File: src/common/gp_event_defs.svh
`ifndef GP_EVENT_DEFS_SVH
`define GP_EVENT_DEFS_SVH

// ----------------------------------------------------------------
// configuration space decode
// ----------------------------------------------------------------
`define EVT_CFG_FUNC 3'h0
`define EVT_STATUS_ADDR 8'ha8
`define EVT_ENABLE_ADDR 8'haa
`define EVT_INPUT_ADDR 8'hac
`define EVT_OUTPUT_ADDR 8'hae

// ----------------------------------------------------------------
// field layout and reset values
// ----------------------------------------------------------------
`define EVT_WRITABLE_MASK 16'hc91f
`define EVT_PIN_MASK 16'h001f
`define EVT_RESET_VAL 16'h0000
`define EVT_VIDEO0_BIT 15
`define EVT_VIDEO1_BIT 14
`define EVT_POWER_BIT 11
`define EVT_PROGV_BIT 8
`define EVT_PIN_COUNT 5

`endif

File: src/common/gp_event_pkg.sv
`include "gp_event_defs.svh"

package gp_event_pkg;

   typedef logic [15:0] cfg_word_t;
   typedef logic [`EVT_PIN_COUNT-1:0] pin_vec_t;

   // which register a configuration access selects
   typedef enum logic [2:0] {
      SEL_NONE   = 3'b000,
      SEL_STATUS = 3'b001,
      SEL_ENABLE = 3'b010,
      SEL_INPUT  = 3'b011,
      SEL_OUTPUT = 3'b100
   } reg_sel_t;

endpackage

File: src/common/gp_sync_if.sv
`timescale 1ns/1ps

interface gp_sync_if;
   import gp_event_pkg::*;

   pin_vec_t rawLevel;
   pin_vec_t level;
   pin_vec_t change;

   modport sampler (input rawLevel, output level, output change);
   modport user (output rawLevel, input level, input change);
endinterface

File: src/verilog/gp_pin_sync.sv
`timescale 1ns/1ps
`include "gp_event_defs.svh"

module gp_pin_sync
   import gp_event_pkg::*;
(
   // clock and reset
   input wire logic clk,
   input wire logic rst,
   // pin levels in, clean levels and change pulses out
   gp_sync_if.sampler pins
);

   pin_vec_t meta_reg;
   pin_vec_t level_reg;
   pin_vec_t prev_reg;

   // ----------------------------------------------------------------
   // two-flop synchroniser then edge detect, one stage per pin
   // ----------------------------------------------------------------
   genvar i;
   generate
      for (i = 0; i < `EVT_PIN_COUNT; i = i + 1) begin : g_pin
         // chain follows the pin through reset, so no false edge after it
         always_ff @(posedge clk) begin
            meta_reg[i] <= pins.rawLevel[i];
            level_reg[i] <= meta_reg[i];
            prev_reg[i] <= level_reg[i];
         end
         assign pins.change[i] = ~rst & (level_reg[i] ^ prev_reg[i]);
      end
   endgenerate

   assign pins.level = level_reg;

endmodule

File: src/verilog/gp_event_and_io_port.sv
// How it works
// - an enabled, set status bit holds the event output until cleared
// - event output is driven only when a multifunction pin carries it
// - registers answer only function 0 accesses at a8h-afh; address bit 0 is ignored, so abh reaches aah
// - enable bit 15 raises the event on socket 0 video flag change
// - enable bit 14 raises the event on socket 1 video flag change
// - enable bit 11 raises the event on any socket power change
// - enable bit 8 raises the event on programming voltage 12 V change
// - enable bits 4..0 gate pin level changes on pins configured as input
// - enable bits 13-12, 10-9, 7-5 read zero and ignore writes
// - input register bits 4..0 return sampled pin levels
// - upper bits 15..5 of input and output registers read zero
// - output register bits 4..0 drive pins configured as outputs
// - output register reads return last written value, not the pin
// - writing one to a status bit clears it and releases the event
// - status bits set regardless of enable; enable gates only the output
`timescale 1ns/1ps
`include "gp_event_defs.svh"

module gp_event_and_io_port
   import gp_event_pkg::*;
(
   // clock and reset
   input wire logic clk,
   input wire logic rst,
   // configuration access
   input wire logic [2:0] cfgFunc,
   input wire logic [7:0] cfgAddr,
   input wire logic cfgRd,
   input wire logic cfgWr,
   input wire logic [1:0] cfgByteEn,
   input wire logic [15:0] cfgWData,
   output logic [15:0] cfgRData,
   output logic cfgRdAck,
   // event sources
   input wire logic zoomedVideoOn0,
   input wire logic zoomedVideoOn1,
   input wire logic powerChange,
   input wire logic progVoltChange,
   // pin function setup
   input wire logic eventPinRouted,
   input wire pin_vec_t pinIsInput,
   input wire pin_vec_t pinIsOutput,
   // multifunction pins 5, 4, 2, 1, 0
   input wire pin_vec_t multiPinIn,
   output pin_vec_t multiPinOut,
   output pin_vec_t multiPinOe,
   // general-purpose event pin
   output logic generalEventN,
   output logic generalEventOe
);

   cfg_word_t eventEnableMask_reg;
   cfg_word_t eventStatus_reg;
   cfg_word_t pinOutputLevels_reg;
   cfg_word_t pinInputLevels;
   cfg_word_t eventStatus_next;
   cfg_word_t setVec;
   cfg_word_t clearVec;
   cfg_word_t byteMask;
   cfg_word_t readMux;
   logic video0Prev_reg;
   logic video1Prev_reg;
   logic eventActive_reg;
   logic hitFunc;
   reg_sel_t sel;

   gp_sync_if syncIf ();

   // ----------------------------------------------------------------
   // pin sampling
   // ----------------------------------------------------------------
   assign syncIf.rawLevel = multiPinIn;

   gp_pin_sync u_sync (
      .clk(clk),
      .rst(rst),
      .pins(syncIf.sampler)
   );

   assign pinInputLevels = {11'h000, syncIf.level};

   // ----------------------------------------------------------------
   // access decode
   // ----------------------------------------------------------------
   assign hitFunc = (cfgFunc == `EVT_CFG_FUNC);
   assign byteMask = {{8{cfgByteEn[1]}}, {8{cfgByteEn[0]}}};

   always_comb begin
      sel = SEL_NONE;
      if (hitFunc) begin
         if ({cfgAddr[7:1], 1'b0} == `EVT_STATUS_ADDR) begin
            sel = SEL_STATUS;
         end else if ({cfgAddr[7:1], 1'b0} == `EVT_ENABLE_ADDR) begin
            sel = SEL_ENABLE;
         end else if ({cfgAddr[7:1], 1'b0} == `EVT_INPUT_ADDR) begin
            sel = SEL_INPUT;
         end else if ({cfgAddr[7:1], 1'b0} == `EVT_OUTPUT_ADDR) begin
            sel = SEL_OUTPUT;
         end
      end
   end

   // ----------------------------------------------------------------
   // event enable register
   // ----------------------------------------------------------------
   always_ff @(posedge clk) begin
      if (rst) begin
         eventEnableMask_reg <= `EVT_RESET_VAL;
      end else if (cfgWr && sel == SEL_ENABLE) begin
         eventEnableMask_reg <= ((cfgWData & byteMask)
            | (eventEnableMask_reg & ~byteMask))
            & `EVT_WRITABLE_MASK;
      end
   end

   // ----------------------------------------------------------------
   // output levels register
   // ----------------------------------------------------------------
   always_ff @(posedge clk) begin
      if (rst) begin
         pinOutputLevels_reg <= `EVT_RESET_VAL;
      end else if (cfgWr && sel == SEL_OUTPUT) begin
         pinOutputLevels_reg <= ((cfgWData & byteMask)
            | (pinOutputLevels_reg & ~byteMask))
            & `EVT_PIN_MASK;
      end
   end

   always_ff @(posedge clk) begin
      if (rst) begin
         multiPinOut <= '0;
         multiPinOe <= '0;
      end else begin
         multiPinOut <= pinOutputLevels_reg[`EVT_PIN_COUNT-1:0];
         multiPinOe <= pinIsOutput;
      end
   end

   // ----------------------------------------------------------------
   // event status
   // ----------------------------------------------------------------
   always_ff @(posedge clk) begin
      if (rst) begin
         video0Prev_reg <= 1'b0;
         video1Prev_reg <= 1'b0;
      end else begin
         video0Prev_reg <= zoomedVideoOn0;
         video1Prev_reg <= zoomedVideoOn1;
      end
   end

   always_comb begin
      setVec = '0;
      setVec[`EVT_VIDEO0_BIT] = zoomedVideoOn0 ^ video0Prev_reg;
      setVec[`EVT_VIDEO1_BIT] = zoomedVideoOn1 ^ video1Prev_reg;
      setVec[`EVT_POWER_BIT] = powerChange;
      setVec[`EVT_PROGV_BIT] = progVoltChange;
      setVec[`EVT_PIN_COUNT-1:0] = syncIf.change & pinIsInput;
   end

   assign clearVec = (cfgWr && sel == SEL_STATUS) ?
      (cfgWData & byteMask) : '0;

   // set wins over a clear in the same cycle
   assign eventStatus_next = ((eventStatus_reg & ~clearVec) | setVec)
      & `EVT_WRITABLE_MASK;

   always_ff @(posedge clk) begin
      if (rst) begin
         eventStatus_reg <= `EVT_RESET_VAL;
      end else begin
         eventStatus_reg <= eventStatus_next;
      end
   end

   // ----------------------------------------------------------------
   // event output
   // ----------------------------------------------------------------
   always_ff @(posedge clk) begin
      if (rst) begin
         eventActive_reg <= 1'b0;
      end else begin
         eventActive_reg <= |(eventStatus_reg & eventEnableMask_reg);
      end
   end

   assign generalEventN = ~eventActive_reg;
   assign generalEventOe = eventPinRouted;

   // ----------------------------------------------------------------
   // read path
   // ----------------------------------------------------------------
   always_comb begin
      unique case (sel)
         SEL_NONE: readMux = '0;
         SEL_STATUS: readMux = eventStatus_reg;
         SEL_ENABLE: readMux = eventEnableMask_reg;
         SEL_INPUT: readMux = pinInputLevels;
         SEL_OUTPUT: readMux = pinOutputLevels_reg;
         default: readMux = '0;
      endcase
   end

   always_ff @(posedge clk) begin
      if (rst) begin
         cfgRData <= '0;
         cfgRdAck <= 1'b0;
      end else begin
         cfgRData <= cfgRd ? readMux : '0;
         cfgRdAck <= cfgRd;
      end
   end
endmodule

File: config.mk
export PLATFORM = sky130hd
export DESIGN_NAME = gp_event_and_io_port
export DESIGN_NICKNAME = d
export VERILOG_FILES = /design/src/common/gp_event_pkg.sv /design/src/common/gp_sync_if.sv /design/src/verilog/gp_pin_sync.sv /design/src/verilog/gp_event_and_io_port.sv
export VERILOG_INCLUDE_DIRS = /design/src /design/src/common
export SDC_FILE = /design/constraint.sdc
export NUM_CORES = 1
export LEC_CHECK = 0
export BUFFER_PORTS_ARGS = -buffer_cell sky130_fd_sc_hd__buf_2
export CORE_ASPECT_RATIO = 1.75
export CORE_MARGIN = 5
export CORE_UTILIZATION = 44
export DETAILED_ROUTE_END_ITERATION = 6
export PLACE_DENSITY = 0.72
export SETUP_SLACK_MARGIN = 0.2
export SLEW_MARGIN = 30
export SYNTH_ARGS = -nofsm -noshare
export SYNTH_HDL_FRONTEND = slang
export SYNTH_SLANG_ARGS = --single-unit
File: constraint.sdc
create_clock -name clk -period 1.55 [get_ports clk]
set_input_delay 0.2325 -clock clk [delete_from_list [all_inputs] [get_ports clk]]
set_output_delay 0.2325 -clock clk [all_outputs]
set_load 0.01 [all_outputs]
# --- Word level (Yosys, flattened, before mapping) ---
# Cells that the tools add are included.
# W data, S select, Z words.
op_classes:
  n_eq_ne: 8
  mux: 7
  bitwise_logic: 26
  n_reduce_logical: 6
ops:
  columns: ["op", "n"]
  rows:
  - ["$and A16 B16 Y16", 4]
  - ["$pmux W16 S4", 1]
  - ["$not A16 Y16", 2]
  - ["$or A16 B16 Y16", 2]
  - ["$eq A7 B7 Y1 const B", 4]
  - ["$mux W16", 1]
  - ["$reduce_or A16 Y1", 1]
  - ["$mux W3", 5]
  - ["$and A5 B5 Y5", 2]
  - ["$xor A1 B1 Y1", 7]
  - ["$eq A3 B2 Y1 const B", 2]
  - ["$and A1 B1 Y1", 5]
  - ["$or A5 B5 Y5", 1]
  - ["$eq A3 B1 Y1 const B", 1]
  - ["$eq A3 B3 Y1 const B", 1]
  - ["$logic_and A1 B1 Y1", 3]
  - ["$logic_not A3 Y1", 1]
  - ["$not A1 Y1", 3]
  - ["$reduce_or A2 Y1", 1]
totals:
  ff_bits: 75
  input_bits: 53
  out_inout_bits: 29

# --- Longest topological paths before layout ---
# Gate-level depths: netlist of run 1.
logic_depth:
  depth_word: 12
  ltp_mapped: 4
  ltp_nobuf: 3

# --- Cells and area by module ---
# A second synthesis of run 1 with hierarchy kept.
unflattened:
  cells_unflattened: 208
  area_unflattened_um2: 2327.2
by_module_without_submodules:
  columns: ["mod", "n_inst", "cells_each", "area_each_um2"]
  rows:
  - ["gp_event_and_io_port", 1, 183, 1964.4]
  - ["gp_pin_sync", 1, 25, 362.8]

# --- Worst setup path before layout of run 1 ---
# No wires, ideal clock.
synth_path:
  path_kind: "input -> register"
  from: "input cfgFunc[1]"
  to: "register with a tool-made name"
  arrival_ps: 1529
  required_time_ps: 1478
  slack_ps: -51
  path_stages: 4
  n_path_buf: 1
  path_cell_list: "or4_4 -> buf_6 -> nor4_4 -> mux2i_1"
synth_lines:
  columns: ["item", "line_no", "text"]
  rows:
  - ["from (decl)", "gp_event_and_io_port.sv:27", "input wire logic [2:0] cfgFunc,"]

==> impl_metrics.csv, run 1 <==
group,metric,value,unit
placed_design,placed_cells,325,
synth,synth_top_area_share,52.9,%
grt,grt_pass1_vias,1704,
synth,ys_ff_latch,61,
placed_design,io_buffers,64,
synth,synth_top_family_by_area,"simple AND/OR/NAND/NOR gates",
clock_network,postCtsSetupBuffers,0,
finish,final_common_cell,"buf_2",
route,post_drt_wl_per_cell,14.7,um
sta,rsz0062_at_grt,"yes",
floorplanning,io_pins,82,
finish,fin_util,57.0,%
synth,synth_simple_gate_area_share,17.7,%
finish,seqCellArea,1220,um2
grt,grt_pass1_wl,7950,um
critical_path,slowest_stage,"or4_4",
placed_design,dpl-instance-area,2720,um2
clock_network,cts_tree,"built",
sta,fin_tns_setup,0,ps
sta,post-route-period-util,86.0,%
floorplanning,die-area,6850,um2
finish,layout_common_cells,"buf_2, dfxtp_1, nand2b_1",
grt,globalRouteOverflowTotal,0,
critical_path,path_max_fanout,7,
power,vdd_ir_drop_max,0.581,mV
synth,synthMuxAreaShare,10.5,%
floorplanning,chipHeight,106,um
sta,setup_violations,0,
grt,grt_max_degree,41,
critical_path,slowest_delay,600,ps
synth,netlist_instances,203,
synth,synthesis.area,2310,um2
route,drcViolationCount,0,
sta,hold_violations,0,
synth,synthXorXnorAreaFrac,2.66,%
outcome,status,"completed",
synth,ys_seq_area_share,52.9,%
clock_network,cts.clk_slew.worst_paths,70,ps
critical_path,required,1820,ps
power,power_density,1040,nW/um2
sta,post-route-min-period,1330,ps
sta,finClkSkew,6.22,ps
sta,timing.fmax,750,MHz
synth,synth-compound-area-share,11.0,%
clock_network,cts_made_buffers,9,
placed_design,gp_congestion,0.818,
finish,fin_cells,346,
floorplanning,std_cell_rows,35,
route,dr.first_iter.drc_count,65,
finish,nets,339,
finish,layout-drive-gt1-share,35.1,%
critical_path,crit_top_cell,"or4_4",
critical_path,worstSetupPathType,"in -> reg",
clock_network,cts_root_buf,"clkbuf_8",
clock_network,numClockSinks,61,
synth,synth.distinct_cells,34,
clock_network,cts_buffer_depth,2,
placed_design,post-dp-hpwl,3920,um
critical_path,worstPathCellList,"buf_6 -> or4_4 -> or4_4 -> o21ai_1",
route,num_vias,1759,
sta,drv_slew,0,
floorplanning,core,5170,um2
floorplanning,start_util,44.6,%
synth,yosysTopAreaCell,"dfxtp_1",
finish,fin_area,2950,um2
critical_path,worst_setup_path_end_kind,"register",
finish,multi_input_area,995,um2
clock_network,insertion_delay,330,ps
route,drtAntennaViolNets,0,
run,drv_cap,0,
finish,antenna_cells,0,
synth,avgSynthCellArea,11.4,um2
route,wl,5070,um
critical_path,worstPathArrival,1600,ps
min_path,min_path_type,"in -> reg",
grt,grt.total_usage,15.7,%
finish,nFillCells,478,
synth,synthAdderAreaFrac,0,%
critical_path,cp-start-kind,"input pin",
floorplanning,die_w,64.7,um
clock_network,h-tree-depth,3,
power,p_leak,1.26,nW
finish,syn2layout_area_growth,27.7,%
route,drtPass1Iterations,4,
synth,ys_warn_count,0,
route,viasPerCell,5.08,
synth,synthTopCellsByArea,"dfxtp_1, mux2i_1, nand2b_1, mux4_2, nor2b_1",
grt,antenna_found_initial,0,
[cells by family after synthesis]
| kind of cell | count (synthesis) |
|---|---|
| other cells | 1 |
| compound gates | 36 |
| simple gates | 59 |
| flops | 61 |
| mux | 18 |
| buf+inv | 21 |
| xor+xnor | 7 |
[critical path: cells and delay by family]
family / cells / cell delay [ps]
simple gates: 2 / 1150
compound gates: 1 / 140
buf+inv: 1 / 90
[synthesized netlist by cell type (all sizes together)]
cell type,instances
nand2b,20
or3b,1
buf,11
a21boi,5
a22oi,1
dfxtp,61
clkbuf,5
nor2,8
o21bai,2
nand3b,2
a21oi,5
mux4,5
mux2i,13
nand2,2
inv,5
nor2b,18
o41ai,5
nor4,4
conb,1
or4,2
a221oi,1
a211oi,7
a22o,1
or4b,1
a222oi,1
nand4b,1
o21ai,5
xor2,7
a31oi,3
[path summary, 6_finish.rpt]
check,cells after the start,to,slack [ps],from
hold / removal,2,multiPinOe[0],100,pinIsOutput[0]
hold reg to reg,0,u_sync.pins.level[4],330,u_sync.meta_reg[4]
setup reg to reg,3,eventActive_reg,470,eventStatus_reg[15]
setup / recovery,4,register,220,cfgFunc[1]
[metal layers]
| metal | track usage (%) | routed length [um] | vias to the layer above |
|---|---|---|---|
| li1 | - | - | 863 |
| met3 | 3.94 | 288 | 14 |
| met5 | 0 | 0 | - |
| met4 | 13.0 | 189 | 0 |
| met1 | 14.9 | 1760 | 830 |
| met2 | 27.4 | 2840 | 52 |
[area by class of cell]
type	count	share of cell area (%)
inverters	5	0.637
flip-flops and latches	61	41.5
clock buffers	12	4.59
multi-input cells	127	33.8
well taps	55	2.34
clock inverters	4	0.850
repair buffers	82	16.4
[repair_timing]
action                                  CTS  global route
hold buffers                              5             0
endpoints found under the setup margin    5             8
pin swaps                                 0             1
resized for setup                         1             3
endpoints found under the hold margin     5             0
[report_power, final]
part / internal, mW / total, mW / switching, mW
Combinational: 0.133 / 0.255 / 0.122
Clock: 0.575 / 1.15 / 0.580
Sequential: 1.62 / 1.65 / 0.0342
Total: 2.33 / 3.06 / 0.736
[stage by stage]
| stage | power [mW] | hold WS (ps) | setup WS [ps] |
|---|---|---|---|
| 2_1_floorplan | 1.83 | 260 | -29.0 |
| 3_3_place_gp | 1.93 | 311 | -182 |
| 3_5_place_dp | 1.93 | 314 | -208 |
| 4_1_cts | 3.10 | 91.4 | 200 |
| 5_1_grt | 3.21 | 90.6 | 175 |
| 6_report | 3.06 | 103 | 217 |
No activity file was read; power rests on OpenSTA's default activity.
==> run 2: changes to the inputs <==
- CAP_MARGIN: default -> 20
- SYNTH_HIERARCHICAL: default -> 1
==> run 2 against run 1 <==
Net effect:
- cell area fell by 1.3%
- core utilization down 1.2 points
- clock skew barely moved
- register-to-register slack improved by 40 ps
- count of clock-buffer cells in the layout did not move
- worst setup slack improved by 210 ps
- clock power up 17%
- via count down 5.1%
- worst hold slack lost 4.9 ps
- first-iteration DRC count shrank 45%
- largest power group unchanged
- highest routed layer unchanged
==> impl_metrics.csv, run 2 <==
group,metric,value,unit
outcome,status,"completed",
power,power_frac_seq,50.9,%
critical_path,required,1810,ps
grt,grt.total_usage,14.5,%
power,p_leak,1.35,nW
clock_network,numClockSinks,61,
sta,post-route-min-period,1120,ps
power,clockPowerShare,41.7,%
floorplanning,io_pins,82,
synth,yosysTopAreaCell,"dfxtp_1",
synth,synthAdderAreaFrac,0,%
placed_design,dpl-instance-area,2670,um2
synth,synthesis.area,2330,um2
power,report.power.total,3.23,mW
sta,setup_violations,0,
synth,netlist_instances,208,
clock_network,cts_tree,"built",
power,combPwrFrac,7.4,%
clock_network,cts_buffer_depth,2,
power,vdd_ir_drop_max,0.743,mV
route,viasPerCell,4.87,
synth,synth_top_area_share,52.5,%
synth,synth_ff_type,"dfxtp_1",
synth,ys_warn_count,6,
sta,fin_tns_setup,0,ps
sta,hold_violations,0,
synth,avgSynthCellArea,11.2,um2
synth,ys_seq_area_share,52.5,%
placed_design,io_buffers,64,
finish,antenna_cells,0,
route,drtPass1Iterations,4,
synth,synth.top_cells.by_count,"dfxtp_1, nand2b_1, mux2i_1",
power,p_int,2.53,mW
floorplanning,chipHeight,106,um
synth,synth_simple_gate_area_share,17.5,%
floorplanning,die-area,6900,um2
power,power_density,1110,nW/um2
synth,synthXorXnorAreaFrac,2.63,%
grt,grt_pass1_wl,7490,um
clock_network,cts_root_buf,"clkbuf_8",
critical_path,slowest_stage,"nor4_4",
floorplanning,core,5210,um2
critical_path,worst_setup_path_end_kind,"register",
clock_network,cts.clk_slew.worst_paths,60,ps
critical_path,worstPathCellList,"buf_2 -> nor4_4 -> and4_1 -> mux2i_1",
grt,globalRouteOverflowTotal,0,
grt,grt_max_degree,25,
finish,syn2layout_area_growth,24.9,%
synth,synthTopCellsByArea,"dfxtp_1, mux2i_1, nand2b_1, mux4_2, nor2b_1",
synth,synth.most_common_cell,"dfxtp_1",
sta,post-route-period-util,72.4,%
critical_path,slowest_delay,420,ps
min_path,min_path_type,"in -> reg",
finish,final_common_cell,"buf_2",
synth,ys_async_sr_fraction,0,%
finish,fin_area,2910,um2
route,drtAntennaViolNets,0,
critical_path,worstPathArrival,1380,ps
run,drv_cap,0,
critical_path,path_max_fanout,7,
sta,hold_slack,97.8,ps
synth,synth-compound-area-share,7.90,%
finish,layout-drive-gt1-share,32.3,%
floorplanning,std_cell_rows,35,
clock_network,cts-resized-gates,0,
finish,layout_common_cells,"buf_2, dfxtp_1, nand2b_1",
power,p_sw_share,21.6,%
floorplanning,start_util,44.7,%
power,netSwitchingPower,0.699,mW
finish,nFillCells,463,
floorplanning,die_w,65.0,um
route,wl,4600,um
synth,synth.distinct_cells,33,
route,num_vias,1670,
clock_network,insertion_delay,330,ps
clock_network,cts_made_buffers,9,
critical_path,cp-start-kind,"input pin",
route,post_drt_wl_per_cell,13.4,um
synth,synthMuxAreaShare,12.6,%
grt,grt_pass1_vias,1647,
route,dr.first_iter.drc_count,36,
grt,antenna_found_initial,0,
sta,timing.fmax,892,MHz
finish,nets,336,
placed_design,gp_congestion,0.774,
synth,ys_ff_latch,61,
sta,rsz0062_at_grt,"no",
clock_network,h-tree-depth,3,
route,drcViolationCount,0,
placed_design,post-dp-hpwl,3500,um
synth,synth_edf_count,0,
sta,finClkSkew,6.05,ps
critical_path,worstSetupPathType,"in -> reg",
synth,synth_top_family_by_area,"simple AND/OR/NAND/NOR gates",
critical_path,r2r_setup_slack,510,ps
sta,drv_slew,0,
[run 2: cell type report]
cell class / count / area [um2] / area share, %
sequential: 61 / 1220 / 42.0
clock buffer: 12 / 145 / 4.99
clock inverter: 4 / 47.5 / 1.64
multi-input combinational: 126 / 972 / 33.4
inverter: 10 / 37.5 / 1.29
tap: 55 / 68.8 / 2.37
timing repair buffer: 75 / 415 / 14.3
[run 2: cell families (layout without fill, tap and decap cells)]
group                     Yosys count  in the layout
other                               1              7
AOI/OAI and AO/OA                  26             26
and+or+nand+nor                    63             63
buffers and inverters              27            101
muxes                              23             23
DFF                                61             61
xor gates and xnor gates            7              7
[run 2: path summary, 6_finish.rpt]
path,startpoint,endpoint,cells after the start
hold / removal,cfgWData[11],eventStatus_reg[11],2
setup / recovery,cfgFunc[1],register,4
setup reg to reg,eventStatus_reg[15],eventActive_reg,3
hold reg to reg,u_sync/meta_reg[0],u_sync/pins.level[0],0
[run 2: power by group through the flow]
stage	Sequential, mW	Clock, mW	Combinational (mW)
2_1_floorplan	1.68	0	0.147
6_report	1.65	1.35	0.239
4_1_cts	1.65	1.38	0.241
3_5_place_dp	1.68	0	0.231
3_3_place_gp	1.68	0	0.225
5_1_grt	1.65	1.46	0.268
[run 2: what timing repair did]
action / in CTS / in global routing
endpoints found under the hold margin: 5 / 0
setup buffers: 0 / 0
hold buffers: 5 / 0
[run 2: stage by stage]
stage	instances	worst slack [ps]	util, %
6_report	343	429	55.8
5_1_grt	343	339	55.8
4_1_cts	343	417	55.8
3_5_place_dp	322	79.3	51.1
3_3_place_gp	322	95.4	51.1
2_1_floorplan	214	348	-
[run 2: worst max-delay path, delay by kind of cell]
kind,cells,cell delay (ps)
multiplexers,1,210
AND/OR/NAND/NOR,2,830
buffers and inverters,1,110
[run 2: per-layer routing]
metal / GRT usage (%) / share of wire [%] / vias to the layer above
met5: 0 / 0 / -
met3: 4.76 / 5.6 / 13
met2: 24.0 / 53 / 42
li1: - / - / 847
met4: 9.08 / 2.9 / 0
met1: 15.6 / 38 / 768
==> run 3: changes to the inputs <==
- clock period: 1.55 -> 1.01 ns (I/O delays scaled with it)
==> run 3 against run 2 <==
Net effect:
- the run now ends with setup timing left
- first-iteration DRC count shrank 5.6%
- worst hold slack got worse by 73 ps
- total power up 47%
- sequential share of layout area decreased by 3.3 points
- core utilization grew 6.2 points
- clock skew rose by 2.3 ps
- cell count up 5.2%
- combinational power increased by 94%
- flip-flop and latch count stayed put
- non-clock buffer count is 18 higher
- die area did not move
- critical path type is now reg -> reg
- largest cell class unchanged
- highest routed layer unchanged
==> impl_metrics.csv, run 3 (synthesized netlist as in run 2, its figures left out) <==
group,metric,value,unit
outcome,status,"finished, violations left",
outcome,violations,"setup timing",
placed_design,pre_cts_slack,-297,ps
route,viasPerCell,4.87,
power,report.power.total,4.76,mW
placed_design,post-dp-hpwl,3780,um
placed_design,placed_cells,337,
critical_path,cp_num_buf_inv,0,
finish,nets,354,
route,wl,5050,um
route,drtPass1Iterations,4,
placed_design,gp_congestion,0.816,
sta,setup_violations,5,
finish,final_common_cell,"buf_2",
power,vdd_ir_drop_max,0.955,mV
finish,layout_common_cells,"buf_2, dfxtp_1, nand2b_1, dfxtp_2, buf_4",
floorplanning,chipHeight,106,um
sta,rsz0062_at_grt,"yes",
critical_path,cpLargestDelayFamily,"multiplexers",
grt,grt_max_degree,16,
grt,antenna_found_initial,0,
clock_network,cts.clk_slew.worst_paths,70,ps
critical_path,required,1230,ps
floorplanning,start_util,44.7,%
clock_network,cts_tree,"built",
power,p_leak,1.47,nW
floorplanning,std_cell_rows,35,
route,drcViolationCount,0,
grt,grt_pass1_wl,8090,um
sta,timing.fmax,958,MHz
floorplanning,die_w,65.0,um
floorplanning,core,5210,um2
finish,layout-drive-gt1-share,49.7,%
finish,antenna_cells,0,
floorplanning,io_pins,82,
critical_path,path_max_fanout,3,
route,post_drt_wl_per_cell,14.0,um
sta,hold_slack,24.8,ps
placed_design,io_buffers,64,
clock_network,insertion_delay,330,ps
critical_path,worstSetupPathType,"reg -> reg",
run,drv_cap,0,
clock_network,h-tree-depth,3,
critical_path,slowest_stage,"mux4_2",
grt,grt_pass1_vias,1795,
finish,nFillCells,421,
floorplanning,die-area,6900,um2
finish,seqCellArea,1250,um2
clock_network,cts_buffer_depth,2,
critical_path,worstPathArrival,1260,ps
grt,globalRouteOverflowTotal,0,
sta,post-route-period-util,103,%
power,power_density,1470,nW/um2
grt,grt.total_usage,15.4,%
sta,hold_violations,0,
clock_network,numClockSinks,61,
finish,syn2layout_area_growth,38.9,%
critical_path,slowest_delay,460,ps
critical_path,worst_setup_path_end_kind,"register",
sta,setup_ws,-34.3,ps
sta,post-route-min-period,1040,ps
finish,multi_input_area,1080,um2
clock_network,cts_root_buf,"clkbuf_8",
sta,drv_slew,0,
sta,finClkSkew,8.33,ps
route,num_vias,1758,
route,drtAntennaViolNets,0,
critical_path,worstPathCellList,"mux4_2 -> nor2b_4",
clock_network,cts_made_buffers,9,
sta,fin_tns_setup,-127,ps
critical_path,cp-start-kind,"register",
min_path,min_path_type,"in -> reg",
route,dr.first_iter.drc_count,34,
finish,fin_cells,361,
run 3: path summary, 6_finish.rpt:
path | start | to | slack [ps] | cells past startpoint
worst max-delay path | u_sync/pins.level[3] | cfgRData[3] | -30 | 2
worst max register to register | u_sync/pins.level[3] | cfgRData[3] | -30 | 2
worst min-delay path | pinIsOutput[1] | multiPinOe[1] | 20 | 2
worst min register to register | u_sync/meta_reg[0] | u_sync/pins.level[0] | 320 | 0
run 3: metal layers:
metal  part of all wire [%]  routed length (um)  global-route usage, %
met1                     38                1900                   16.3
met2                     55                2800                   27.0
met3                    4.8                 242                   4.23
met4                    2.1                 108                   8.32
met5                      0                   0                      0
run 3: per-stage QoR:
step / instance area, um2 / utilization (%)
after floorplan: 2370 / -
after global placement: 2810 / 53.9
after detailed placement: 2810 / 53.9
after CTS: 3110 / 59.6
after global routing: 3230 / 62.0
final: 3230 / 62.0
run 3: where the power goes:
group	switching [mW]	total, mW	internal, mW	leakage, nW
Combinational	0.198	0.463	0.265	0.882
Sequential	0.0473	2.53	2.49	0.509
Clock	0.887	1.76	0.873	0.0829
run 3: timing repair:
action	4_1_cts	5_1_grt
setup endpoints to repair	54	54
cloned	0	0
gates resized for setup	33	31
hold buffers	5	0
buffers inserted	2	1
pin swaps	17	18
hold endpoints to repair	5	0
run 3: final cells by class:
class	instances	share of cell area, %
flip-flops and latches	61	38.7
repair buffers	93	19.8
inverters	10	1.16
clock buffers	11	4.07
well taps	55	2.13
clock inverters	5	0.852
multi-input cells	126	33.3
